===== src/pkg/tx_lane_level_pkg.sv =====
/*
  constants and types for the per-lane transmit level control bank.
  assumes a 32-bit plain register port with byte addresses.
*/
package tx_lane_level_pkg;

  localparam int ADDR_W = 8;
  localparam int DATA_W = 32;
  localparam int LANE_SEL_W = 4;

  // register byte offsets
  localparam logic [7:0] SERDES_CONTROL_REG_OFS = 8'h00;
  localparam logic [7:0] TX_LEVEL_CTL_ONE_OFS = 8'h04;
  localparam logic [7:0] SERDES_CONFIG_REG_OFS = 8'h08;
  localparam logic [7:0] PORT_LINK_CONTROL_TWO_OFS = 8'h0c;

  // field positions in the level control register
  localparam int LEVEL_RATE1_LSB = 0;
  localparam int FINE_RATE1_LSB = 5;
  localparam int LEVEL_RATE2_LOW_LSB = 8;
  localparam int FINE_RATE2_LOW_LSB = 13;
  localparam int LEVEL_RATE2_HIGH_LSB = 16;
  localparam int LEVEL_CTL_FIELDS_W = 21;

  // control bit positions in the other registers
  localparam int LANE_SELECT_LSB = 0;
  localparam int LOW_SWING_ENABLE_BIT = 0;
  localparam int DEEMPH_SELECTION_BIT = 0;

  // deemph_selection encoding
  localparam logic DEEMPH_SEL_6P0DB = 1'b0;
  localparam logic DEEMPH_SEL_3P5DB = 1'b1;
  localparam logic LOW_SWING_ON = 1'b1;

  // reset values
  localparam logic [4:0] LEVEL_RATE1_RST = 5'h11;
  localparam logic [2:0] FINE_RATE1_RST = 3'h4;
  localparam logic [4:0] LEVEL_RATE2_LOW_RST = 5'h17;
  localparam logic [2:0] FINE_RATE2_LOW_RST = 3'h4;
  localparam logic [4:0] LEVEL_RATE2_HIGH_RST = 5'h13;
  localparam logic [3:0] LANE_SELECT_RST = 4'hf;

  // packed in register bit order, msb first
  typedef struct packed {
    logic [4:0] full_swing_level_rate2_high_deemph;
    logic [2:0] fine_deemph_rate2_low_deemph;
    logic [4:0] full_swing_level_rate2_low_deemph;
    logic [2:0] fine_deemph_rate1;
    logic [4:0] full_swing_level_rate1;
  } lane_level_fields_s;

  localparam lane_level_fields_s LANE_FIELDS_RST = '{
    full_swing_level_rate2_high_deemph: LEVEL_RATE2_HIGH_RST,
    fine_deemph_rate2_low_deemph: FINE_RATE2_LOW_RST,
    full_swing_level_rate2_low_deemph: LEVEL_RATE2_LOW_RST,
    fine_deemph_rate1: FINE_RATE1_RST,
    full_swing_level_rate1: LEVEL_RATE1_RST
  };

  // what the driver of one lane is told to use
  typedef struct packed {
    logic [4:0] level;
    logic [2:0] fine_deemph;
    logic fine_deemph_valid;
    logic full_swing;
  } lane_drive_s;

endpackage : tx_lane_level_pkg


===== src/core/tx_lane_level_ctrl.sv =====
/*
  per-lane transmit driver level and fine de-emphasis control bank.
  assumes a plain register port (read data one cycle after the read strobe),
  a rate indication from the link, and a separate soft reset that must not
  disturb the sticky level fields.
*/
`timescale 1ns/100ps
module tx_lane_level_ctrl #(
  parameter int NUM_LANES = 4
) (
  input wire logic i_ref_clk,
  input wire logic i_rst,
  input wire logic i_soft_rst,
  input wire logic [7:0] i_addr,
  input wire logic [31:0] i_wdata,
  input wire logic i_wr,
  input wire logic i_rd,
  input wire logic i_rate2,
  output logic [31:0] o_rdata,
  output logic [NUM_LANES*5-1:0] o_level,
  output logic [NUM_LANES*3-1:0] o_fine_deemph,
  output logic [NUM_LANES-1:0] o_fine_deemph_valid,
  output logic o_full_swing
);

  tx_lane_level_pkg::lane_level_fields_s lane_fields_reg [NUM_LANES];
  tx_lane_level_pkg::lane_drive_s drive_next [NUM_LANES];
  logic [3:0] lane_select_reg;
  logic low_swing_enable_reg;
  logic deemph_selection_reg;
  logic [31:0] rdata_next;

  // lowest selected lane supplies read data; none selected reads lane 0
  function automatic int first_lane(input logic [3:0] sel);
    int idx;
    idx = 0;
    for (int k = NUM_LANES - 1; k >= 0; k--)
    begin
      if (k < 4 && sel[k])
      begin
        idx = k;
      end
    end
    return idx;
  endfunction : first_lane

  function automatic logic hit(input logic [7:0] a, input logic [7:0] ofs);
    return a == ofs;
  endfunction : hit

  // lane_select only reaches lanes 0..3; wider builds never pick the rest
  function automatic logic lane_picked(input logic [3:0] sel, input int lane);
    logic picked;
    picked = 1'b0;
    for (int k = 0; k < 4; k++)
    begin
      if (k == lane && sel[k])
      begin
        picked = 1'b1;
      end
    end
    return picked;
  endfunction : lane_picked

  // control registers return to their reset values (lane_select to 4'hf) on either reset; they are not sticky
  always_ff @(posedge i_ref_clk)
  begin
    if (i_rst || i_soft_rst)
    begin
      lane_select_reg <= tx_lane_level_pkg::LANE_SELECT_RST;
      low_swing_enable_reg <= 1'b0;
      deemph_selection_reg <= tx_lane_level_pkg::DEEMPH_SEL_6P0DB;
    end
    else if (i_wr)
    begin
      if (hit(i_addr, tx_lane_level_pkg::SERDES_CONTROL_REG_OFS))
      begin
        lane_select_reg <= i_wdata[tx_lane_level_pkg::LANE_SELECT_LSB +: 4];
      end
      if (hit(i_addr, tx_lane_level_pkg::SERDES_CONFIG_REG_OFS))
      begin
        low_swing_enable_reg <= i_wdata[tx_lane_level_pkg::LOW_SWING_ENABLE_BIT];
      end
      if (hit(i_addr, tx_lane_level_pkg::PORT_LINK_CONTROL_TWO_OFS))
      begin
        deemph_selection_reg <= i_wdata[tx_lane_level_pkg::DEEMPH_SELECTION_BIT];
      end
    end
  end

  // lanes walked inside one process per concern so every array has one writer
  // only the hard reset reaches the level fields
  always_ff @(posedge i_ref_clk)
  begin
    for (int g = 0; g < NUM_LANES; g++)
    begin
      if (i_rst)
      begin
        lane_fields_reg[g] <= tx_lane_level_pkg::LANE_FIELDS_RST;
      end
      else if (i_wr && hit(i_addr, tx_lane_level_pkg::TX_LEVEL_CTL_ONE_OFS)
               && lane_picked(lane_select_reg, g))
      begin
        lane_fields_reg[g] <= tx_lane_level_pkg::lane_level_fields_s'(
          i_wdata[tx_lane_level_pkg::LEVEL_CTL_FIELDS_W-1:0]);
      end
    end
  end

  always_comb
  begin
    for (int g = 0; g < NUM_LANES; g++)
    begin
      drive_next[g].full_swing = low_swing_enable_reg != tx_lane_level_pkg::LOW_SWING_ON;
      if (!i_rate2)
        begin
          drive_next[g].level = lane_fields_reg[g].full_swing_level_rate1;
          drive_next[g].fine_deemph = lane_fields_reg[g].fine_deemph_rate1;
          drive_next[g].fine_deemph_valid = 1'b1;
        end
        else if (deemph_selection_reg == tx_lane_level_pkg::DEEMPH_SEL_3P5DB)
        begin
          drive_next[g].level = lane_fields_reg[g].full_swing_level_rate2_low_deemph;
          drive_next[g].fine_deemph = lane_fields_reg[g].fine_deemph_rate2_low_deemph;
          drive_next[g].fine_deemph_valid = 1'b1;
        end
        else
        begin
          // -6.0dB fine step lives outside this bank
          drive_next[g].level = lane_fields_reg[g].full_swing_level_rate2_high_deemph;
          drive_next[g].fine_deemph = 3'h0;
          drive_next[g].fine_deemph_valid = 1'b0;
        end
        if (!drive_next[g].full_swing)
        begin
          // de-emphasis is off in low swing
          drive_next[g].fine_deemph = 3'h0;
          drive_next[g].fine_deemph_valid = 1'b0;
        end
    end
  end

  always_ff @(posedge i_ref_clk)
  begin
    for (int g = 0; g < NUM_LANES; g++)
    begin
      if (i_rst)
      begin
        o_level[g*5 +: 5] <= 5'h00;
        o_fine_deemph[g*3 +: 3] <= 3'h0;
        o_fine_deemph_valid[g] <= 1'b0;
      end
      else
      begin
        o_level[g*5 +: 5] <= drive_next[g].level;
        o_fine_deemph[g*3 +: 3] <= drive_next[g].fine_deemph;
        o_fine_deemph_valid[g] <= drive_next[g].fine_deemph_valid;
      end
    end
  end

  always_ff @(posedge i_ref_clk)
  begin
    if (i_rst)
    begin
      o_full_swing <= 1'b1;
    end
    else
    begin
      o_full_swing <= low_swing_enable_reg != tx_lane_level_pkg::LOW_SWING_ON;
    end
  end

  always_comb
  begin
    rdata_next = 32'h0000_0000;
    if (i_rd)
    begin
      if (hit(i_addr, tx_lane_level_pkg::SERDES_CONTROL_REG_OFS))
      begin
        rdata_next[tx_lane_level_pkg::LANE_SELECT_LSB +: 4] = lane_select_reg;
      end
      else if (hit(i_addr, tx_lane_level_pkg::TX_LEVEL_CTL_ONE_OFS))
      begin
        rdata_next[tx_lane_level_pkg::LEVEL_CTL_FIELDS_W-1:0] =
          lane_fields_reg[first_lane(lane_select_reg)];
      end
      else if (hit(i_addr, tx_lane_level_pkg::SERDES_CONFIG_REG_OFS))
      begin
        rdata_next[tx_lane_level_pkg::LOW_SWING_ENABLE_BIT] = low_swing_enable_reg;
      end
      else if (hit(i_addr, tx_lane_level_pkg::PORT_LINK_CONTROL_TWO_OFS))
      begin
        rdata_next[tx_lane_level_pkg::DEEMPH_SELECTION_BIT] = deemph_selection_reg;
      end
    end
  end

  // read data stands only in the cycle after the strobe
  always_ff @(posedge i_ref_clk)
  begin
    if (i_rst)
    begin
      o_rdata <= 32'h0000_0000;
    end
    else
    begin
      o_rdata <= rdata_next;
    end
  end

endmodule : tx_lane_level_ctrl


===== config.mk =====
export PLATFORM = sky130hd
export DESIGN_NAME = tx_lane_level_ctrl
export DESIGN_NICKNAME = d
export VERILOG_FILES = /design/src/pkg/tx_lane_level_pkg.sv /design/src/core/tx_lane_level_ctrl.sv
export SDC_FILE = /design/constraint.sdc
export NUM_CORES = 1
export LEC_CHECK = 0
export BUFFER_PORTS_ARGS = -buffer_cell sky130_fd_sc_hd__clkbuf_2
export CAP_MARGIN = 20
export CORE_MARGIN = 2
export CORE_UTILIZATION = 40
export DETAILED_ROUTE_END_ITERATION = 8
export GPL_TIMING_DRIVEN = 0
export PLACE_DENSITY = 0.64
export SYNTH_ARGS = -nofsm -noshare
export SYNTH_HDL_FRONTEND = slang
export SYNTH_SLANG_ARGS = --single-unit

===== constraint.sdc =====
create_clock -name i_ref_clk -period 2.56 [get_ports i_ref_clk]
set_input_delay 0.128 -clock i_ref_clk [delete_from_list [all_inputs] [get_ports i_ref_clk]]
set_output_delay 0.128 -clock i_ref_clk [all_outputs]
set_load 0.01 [all_outputs]

== Word level (Yosys, flattened, before mapping) ==
Memory sizes are Yosys's and may differ from the RTL's.
Index checks and enable logic that the tools add are counted.

* Flip-flop bits (word level): 75
* Bits in writable memories: 84
* Input port bits: 46
* Output and inout bits: 69
* Word-level logic and storage cells: 80
* Memories kept: 1

* Equal/unequal tests: 3
* Mux-type cells: 46
* Bitwise gates (word level): 7
* Reduce and logical (&&, ||, !) cells: 13

{| class="wikitable"
|+ Memories
! name !! words !! bits a word !! read ports !! clocked after memory_dff !! write ports !! line !! text
|-
| lane_fields_reg || 4 || 21 || 5 || 0 || 4 || tx_lane_level_ctrl.sv:26 || <nowiki>tx_lane_level_pkg::lane_level_fields_s lane_fields_reg [NUM_LANES];</nowiki>
|}

{| class="wikitable"
|+ Operators by type and width
! cell !! count
|-
| $mux W21 || 4
|-
| $mux W9 || 8
|-
| $mux W1 || 25
|-
| $mux W20 || 1
|-
| $eq A8 B4 Y1 const B || 2
|-
| $mux W2 || 7
|-
| $eq A8 B3 Y1 const B || 1
|-
| $logic_not A8 Y1 || 1
|-
| $reduce_and A2 Y1 || 3
|-
| $logic_and A1 B1 Y1 || 5
|-
| $mux W4 || 1
|-
| $or A1 B1 Y1 || 4
|-
| $reduce_or A2 Y1 || 2
|-
| $reduce_or A4 Y1 || 1
|-
| $not A1 Y1 || 3
|-
| $logic_or A1 B1 Y1 || 1
|}

== Logic depth before layout (Yosys ltp) ==
Gate-level depths: netlist of run 1.
An unclocked memory read counts as a cell.

* Word-level depth: 10
* Mapped depth: 7
* Gate-level depth less buffers: 4

== Worst setup path after synthesis of run 1 ==
Ideal clock, no wire load.

* Path type: reg2reg
* From: register lane_select_reg[0]
* To: memory lane_fields_reg[0][0] (netlist name), enable pin
* Arrival time: 1.587 ns
* Data required time: 2.183 ns
* Slack: 0.596 ns
* Cell stages (with the launch flop): 5
* Clock period less this slack: 1.964 ns
* Path through: dfxtp_1 > buf_2 > clkbuf_1 > clkbuf_1 > a21o_1

{| class="wikitable"
|+ RTL lines
! item !! line !! text
|-
| from (decl) || tx_lane_level_ctrl.sv:28 || <nowiki>logic [3:0] lane_select_reg;</nowiki>
|-
| from (signal assigned) || tx_lane_level_ctrl.sv:70 || <nowiki>lane_select_reg <= tx_lane_level_pkg::LANE_SELECT_RST;</nowiki>
|-
| from (signal assigned) || tx_lane_level_ctrl.sv:78 || <nowiki>lane_select_reg <= i_wdata[tx_lane_level_pkg::LANE_SELECT_LSB +: 4];</nowiki>
|-
| to (decl) || tx_lane_level_ctrl.sv:26 ||
|}

==> flow_summary.yaml, run 1 <==
critical_path:
  critPathKind: "register to register"
  slowest_stage: "clkbuf_1"
  slowest_delay_ps: 450
  crit_required_ps: 2660
  cp.arrival_ps: 2510
  crit_buf_inv: 3
  path_delay_family: "buffers and inverters"
  critPathLaunchType: "register"
  crit_path_max_fanout: 21
  cp_common_cell: "clkbuf_1"
  crit_chain: "clkbuf_1, clkbuf_1, clkbuf_1, a21o_4"
  endpoint_kind: "register"
synthesis:
  synthesis.area_um2: 6380
  synth_top_area_cell: "edfxtp_1"
  synth_ff_type: "edfxtp_1"
  synthCells: 583
  synth_cell_types: 47
  ys_warn_count: 0
  avgSynthCellArea_um2: 10.9
  yosysMostFrequentCell: "edfxtp_1"
  async_reset_ff_frac: 0
  ys_seq_area_frac: 0.587
  ys_ff_latch: 145
  synth_common_cells: "edfxtp_1, dfxtp_1, nor2_1"
  synth_edf_count: 84
  synth.area.top_cells: "edfxtp_1, dfxtp_1, nand2b_1"
  yosysTopAreaCellShare: 0.396
routing:
  via_per_inst: 5.37
  routed-via-count: 5022
  dr.first_iter.drc_count: 521
  drt_pass1_iterations: 5
  routed_wl_um: 18500
  ant_nets: 0
  wire_per_inst_um: 19.8
  drc: 0
place:
  hpwl_um: 12700
  place_area_um2: 7140
  dp_slack_ps: -326
  numPortBuffers: 91
  dp_cells: 900
  gp_congestion: 0.901
floorplan:
  ios: 115
  coreArea_um2: 15700
  dieArea_um2: 17000
  fp.dieH_um: 130
  die_w_um: 130
  start_util: 0.406
  num_rows: 46
global_route:
  grt_max_degree: 22
  overflow: 0
  grt_pass1_wl_um: 28000
  grt_usage: 0.229
  grt_pass1_vias: 4956
  antenna_found_initial: 0
sta:
  setup-violations-final: 0
  fin_ws_ps: 149
  max_freq_mhz: 415
  whs_ps: 9.38
  worst_slew_pin_slew_ps: 969
  fin_crit_sh: 0.942
  rsz0062_at_grt: "no"
  fin_crit_ps: 2410
  relSlewSlack: 0.354
  hold_violations: 0
  maxSlewViolCount: 0
  clock_skew_ps: 10.7
clocking:
  clockRootBuffer: "clkbuf_16"
  clock-sinks: 145
  clk_pin_slew_worst_paths_ps: 60
  cts_max_level: 4
  clock_path_buffers: 2
  insertion_delay_ps: 440
  tritoncts: "done"
  cts_buffers: 17
  post_cts.repair.setup_buffers: 0
finish:
  largest_reg_flops: 84
  finalNetCount: 753
  syn2layout_area_growth_pct: 22.3
  drive_above_1_share: 0.236
  stdcell_area_um2: 7800
  instances_no_fill: 935
  num_antenna_cells: 0
power:
  comb_power_share: 0.048
  powerDensity_nw_per_um2: 687
  sw_frac_of_total: 0.211
  peakVddDrop_v: 0.000474
  power_frac_seq: 0.475
  p_switching_mw: 1.13
  leakagePower_nw: 3.01
  p_int_mw: 4.23
  clockPowerShare: 0.477
  finalPower_mw: 5.36
status:
  status: "complete, no violations"
min_path:
  hp-class: "input port to register"
run:
  maxCapViolations: 0
==> power by group through the flow <==
| stage | combinational, mW | clock (mW) | sequential, mW |
|---|---|---|---|
| 2_1_floorplan | 0.117 | 0 | 2.60 |
| 3_3_place_gp | 0.243 | 0 | 2.59 |
| 3_5_place_dp | 0.246 | 0 | 2.59 |
| 4_1_cts | 0.255 | 2.57 | 2.54 |
| 5_1_grt | 0.276 | 2.68 | 2.55 |
| 6_report | 0.256 | 2.56 | 2.55 |
==> layout by cell type, fill, tap and decap left out, types with 2 or more instances in the layout <==
master	count
nor3_1	2
a31oi_1	2
buf_2	14
a32o_1	3
mux2i_1	22
and2_1	5
clkbuf_16	17
a21o_1	3
buf_1	2
inv_1	3
nor4_1	2
or3_1	17
a21o_4	2
a211oi_1	20
a311oi_1	8
dlygate4sd3_1	5
clkinvlp_4	2
o21ai_0	22
nand2_1	39
and3_1	40
o22ai_1	3
a311oi_2	10
bufinv_16	4
nand2b_1	48
or2_2	4
nor2b_1	12
conb_1	11
edfxtp_1	84
dfxtp_1	61
nor2_1	55
a21oi_1	34
buf_4	14
clkbuf_2	92
clkinv_2	4
clkbuf_1	30
nand3_1	4
==> worst paths after layout <==
kind                         from  depth (start not counted)                     end  slack (ps)
max            lane_select_reg[1]                          4  lane_fields_reg[1][12]         150
min                   i_wdata[12]                          2  lane_fields_reg[1][12]           9
max reg2reg    lane_select_reg[1]                          4  lane_fields_reg[1][12]         150
min reg2reg  low_swing_enable_reg                          1            o_full_swing         440
==> kinds of logic (layout without fill, tap and decap cells) <==
| logic type | Yosys count | after routing | share of synthesized area |
|---|---|---|---|
| compound gates | 113 | 113 | 0.125 |
| buf+inv | 65 | 191 | 0.0532 |
| flops | 145 | 145 | 0.587 |
| mux | 22 | 22 | 0.0345 |
| other cells | 1 | 11 | 0.000588 |
| simple gates | 237 | 237 | 0.200 |
==> cell type report <==
class                   instances  area [um2]
plain buffers                  61         324
clock buffers                  19         433
flip-flops and latches        145        3740
inverters                       3        11.3
clock inverters                12         168
repair buffers                 96         505
multi-input cells             383        2350
fillers                      1458        7910
well taps                     216         270
==> routing by layer <==
metal / global-route usage / vias up / part of all wire
li1: - / 2319 / -
met1: 0.293 / 2379 / 0.42
met2: 0.366 / 275 / 0.47
met3: 0.0586 / 49 / 0.085
met4: 0.104 / 0 / 0.033
met5: 0 / - / 0
==> what timing repair did <==
action / CTS / global route
pin swaps: 0 / 0
endpoints found under the hold margin: 7 / 0
gates resized for setup: 4 / 0
hold buffers: 5 / 0
endpoints found under the setup margin: 42 / 10
==> worst reg2reg max path, delay by kind of cell, from the launching register on <==
kind,cells,cell delay (ps)
buffers and inverters,3,1270
flip-flops,1,390
AO/OA/AOI/OAI,1,410
==> metrics by stage <==
stage / utilization / TNS, ps
2_1_floorplan: - / 0
3_3_place_gp: 0.454 / -11080
3_5_place_dp: 0.454 / -13460
4_1_cts: 0.497 / 0
5_1_grt: 0.497 / 0
6_report: 0.497 / 0
Note: power is estimated with default switching activity, not from simulation.
==> run 2, diff against run 1 <==
--- a/config.mk
+++ b/config.mk
@@ -11,2 +11,3 @@
 export CORE_UTILIZATION = 40
+export CTS_BUF_LIST = sky130_fd_sc_hd__clkbuf_8 sky130_fd_sc_hd__clkbuf_16
 export DETAILED_ROUTE_END_ITERATION = 8
==> constraint.sdc (replaced) <==
create_clock -name i_ref_clk -period 2.56 [get_ports i_ref_clk]
set_input_delay 0 -clock i_ref_clk [delete_from_list [all_inputs] [get_ports i_ref_clk]]
set_output_delay 0 -clock i_ref_clk [all_outputs]
set_load 0.01 [all_outputs]
==> run 2 against run 1 <==
Final area grew 3.5%. Clock skew rose by 1.5 ps. Die area is the same. Register-to-register slack got worse by 30 ps. Setup slack worse by 25 ps. Largest power group unchanged. Non-clock buffer count rose by 27.
==> flow_summary.yaml, run 2 (synthesized netlist as in run 1, its figures left out) <==
status:
  status: "complete, no violations"
sta:
  fin_crit_sh: 0.951
  clock_skew_ps: 12.2
  relSlewSlack: 0.354
  worst_slew_pin_slew_ps: 969
  max_freq_mhz: 411
  whs_ps: 15.7
  rsz0062_at_grt: "no"
  fin_crit_ps: 2440
  setup-violations-final: 0
  maxSlewViolCount: 0
  hold_violations: 0
critical_path:
  endpoint_kind: "register"
  reg2reg_to: "lane_fields_reg[1][17]"
  crit_path_max_fanout: 21
  crit-reg2reg-launch: "lane_select_reg[1]"
  crit_required_ps: 2660
  worst-r2r-cell-count: 4
  cp.arrival_ps: 2530
  r2r_slack_ps: 120
  critPathKind: "register to register"
  critPathLaunchType: "register"
finish:
  syn2layout_area_growth_pct: 26.6
  drive_above_1_share: 0.228
  finalNetCount: 780
  num_antenna_cells: 0
  final_cell_mix: "clkbuf_2, edfxtp_1, dfxtp_1, nor2_1, nand2b_1"
  instances_no_fill: 962
  largest_reg_flops: 84
  layout_commonest_cell: "clkbuf_2"
  postLayoutCoreUtil: 0.514
  stdcell_area_um2: 8070
clocking:
  post_cts.repair.setup_buffers: 0
  clock-sinks: 145
  clockRootBuffer: "clkbuf_16"
  insertion_delay_ps: 440
  tritoncts: "done"
  cts_max_level: 4
  clk_pin_slew_worst_paths_ps: 60
  cts_buffers: 17
  clock_path_buffers: 2
routing:
  dr.first_iter.drc_count: 501
  via_per_inst: 5.34
  ant_nets: 0
  drt_pass1_iterations: 5
  wire_per_inst_um: 19.5
  drc: 0
  routed-via-count: 5135
  routed_wl_um: 18800
power:
  peakVddDrop_v: 0.000475
  p_switching_mw: 1.14
  powerDensity_nw_per_um2: 666
  finalPower_mw: 5.38
  clockPowerShare: 0.475
  leakagePower_nw: 3.13
  power_frac_seq: 0.473
  p_int_mw: 4.24
  comb_power_share: 0.052
  sw_frac_of_total: 0.212
floorplan:
  coreArea_um2: 15700
  num_rows: 46
  dieArea_um2: 17000
  die_w_um: 130
  fp.dieH_um: 130
  start_util: 0.406
  ios: 115
global_route:
  antenna_found_initial: 0
  grt_pass1_vias: 5045
  grt_pass1_wl_um: 28200
  overflow: 0
  grt_max_degree: 22
  grt_usage: 0.231
place:
  hpwl_um: 12700
  dp_cells: 900
  place_area_um2: 7140
  gp_congestion: 0.901
  numPortBuffers: 91
min_path:
  whs_path_depth: 5
  worstHoldEndpoint: "low_swing_enable_reg"
  hp-class: "input port to register"
  hp-start: "i_addr[1]"
run:
  maxCapViolations: 0
[run 2: area by class of cell]
class,instances,area [um2]
clock buffer,17,425
fill,1427,7640
timing repair buffer,123,776
sequential,145,3740
clock inverter,14,175
buffer,61,324
multi-input combinational,383,2350
tap,216,270
inverter,3,11.3
[run 2: what timing repair did]
action / 4_1_cts / 5_1_grt
gates cloned: 0 / 0
endpoints found under the hold margin: 92 / 0
hold buffers: 32 / 0
gates resized for setup: 4 / 0
endpoints found under the setup margin: 42 / 11
[run 2: stage by stage]
| step | TNS (ps) | setup slack [ps] |
|---|---|---|
| finish | 0 | 124 |
| global route | 0 | 17.2 |
| CTS | 0 | 119 |
| detailed placement | -13460 | -326 |
| global placement | -11080 | -296 |
| floorplan | 0 | 596 |
[run 2: worst max path at each step]
| stage | from | endpoint | cells after the start |
|---|---|---|---|
| floorplan | lane_select_reg[0] | lane_fields_reg[0][0] | 4 |
| global placement | lane_select_reg[0] | lane_fields_reg[0][15] | 4 |
| detailed placement | lane_select_reg[0] | lane_fields_reg[0][15] | 4 |
| CTS | lane_select_reg[0] | lane_select_reg[0] | 6 |
| global route | lane_select_reg[1] | lane_fields_reg[1][12] | 4 |
| finish | lane_select_reg[1] | lane_fields_reg[1][17] | 4 |
[run 2: layer usage]
metal	global-route usage	vias up	wire, um
li1	-	2369	-
met1	0.293	2454	7920
met2	0.371	258	8770
met3	0.0586	54	1370
met4	0.107	0	693
met5	0	-	0
[run 2: power groups by stage]
stage               clock [mW]  sequential (mW)  combinational (mW)
detailed placement           0             2.59               0.246
CTS                       2.57             2.54               0.280
global placement             0             2.59               0.243
global route              2.67             2.55               0.305
finish                    2.55             2.54               0.282
floorplan                    0             2.60               0.117
[run 2: worst max-delay path: stages (launching register included)]
cell and delay (ps):
dfxtp_1 390, clkbuf_1 460, clkbuf_1 440, clkbuf_1 390, a21o_4 410
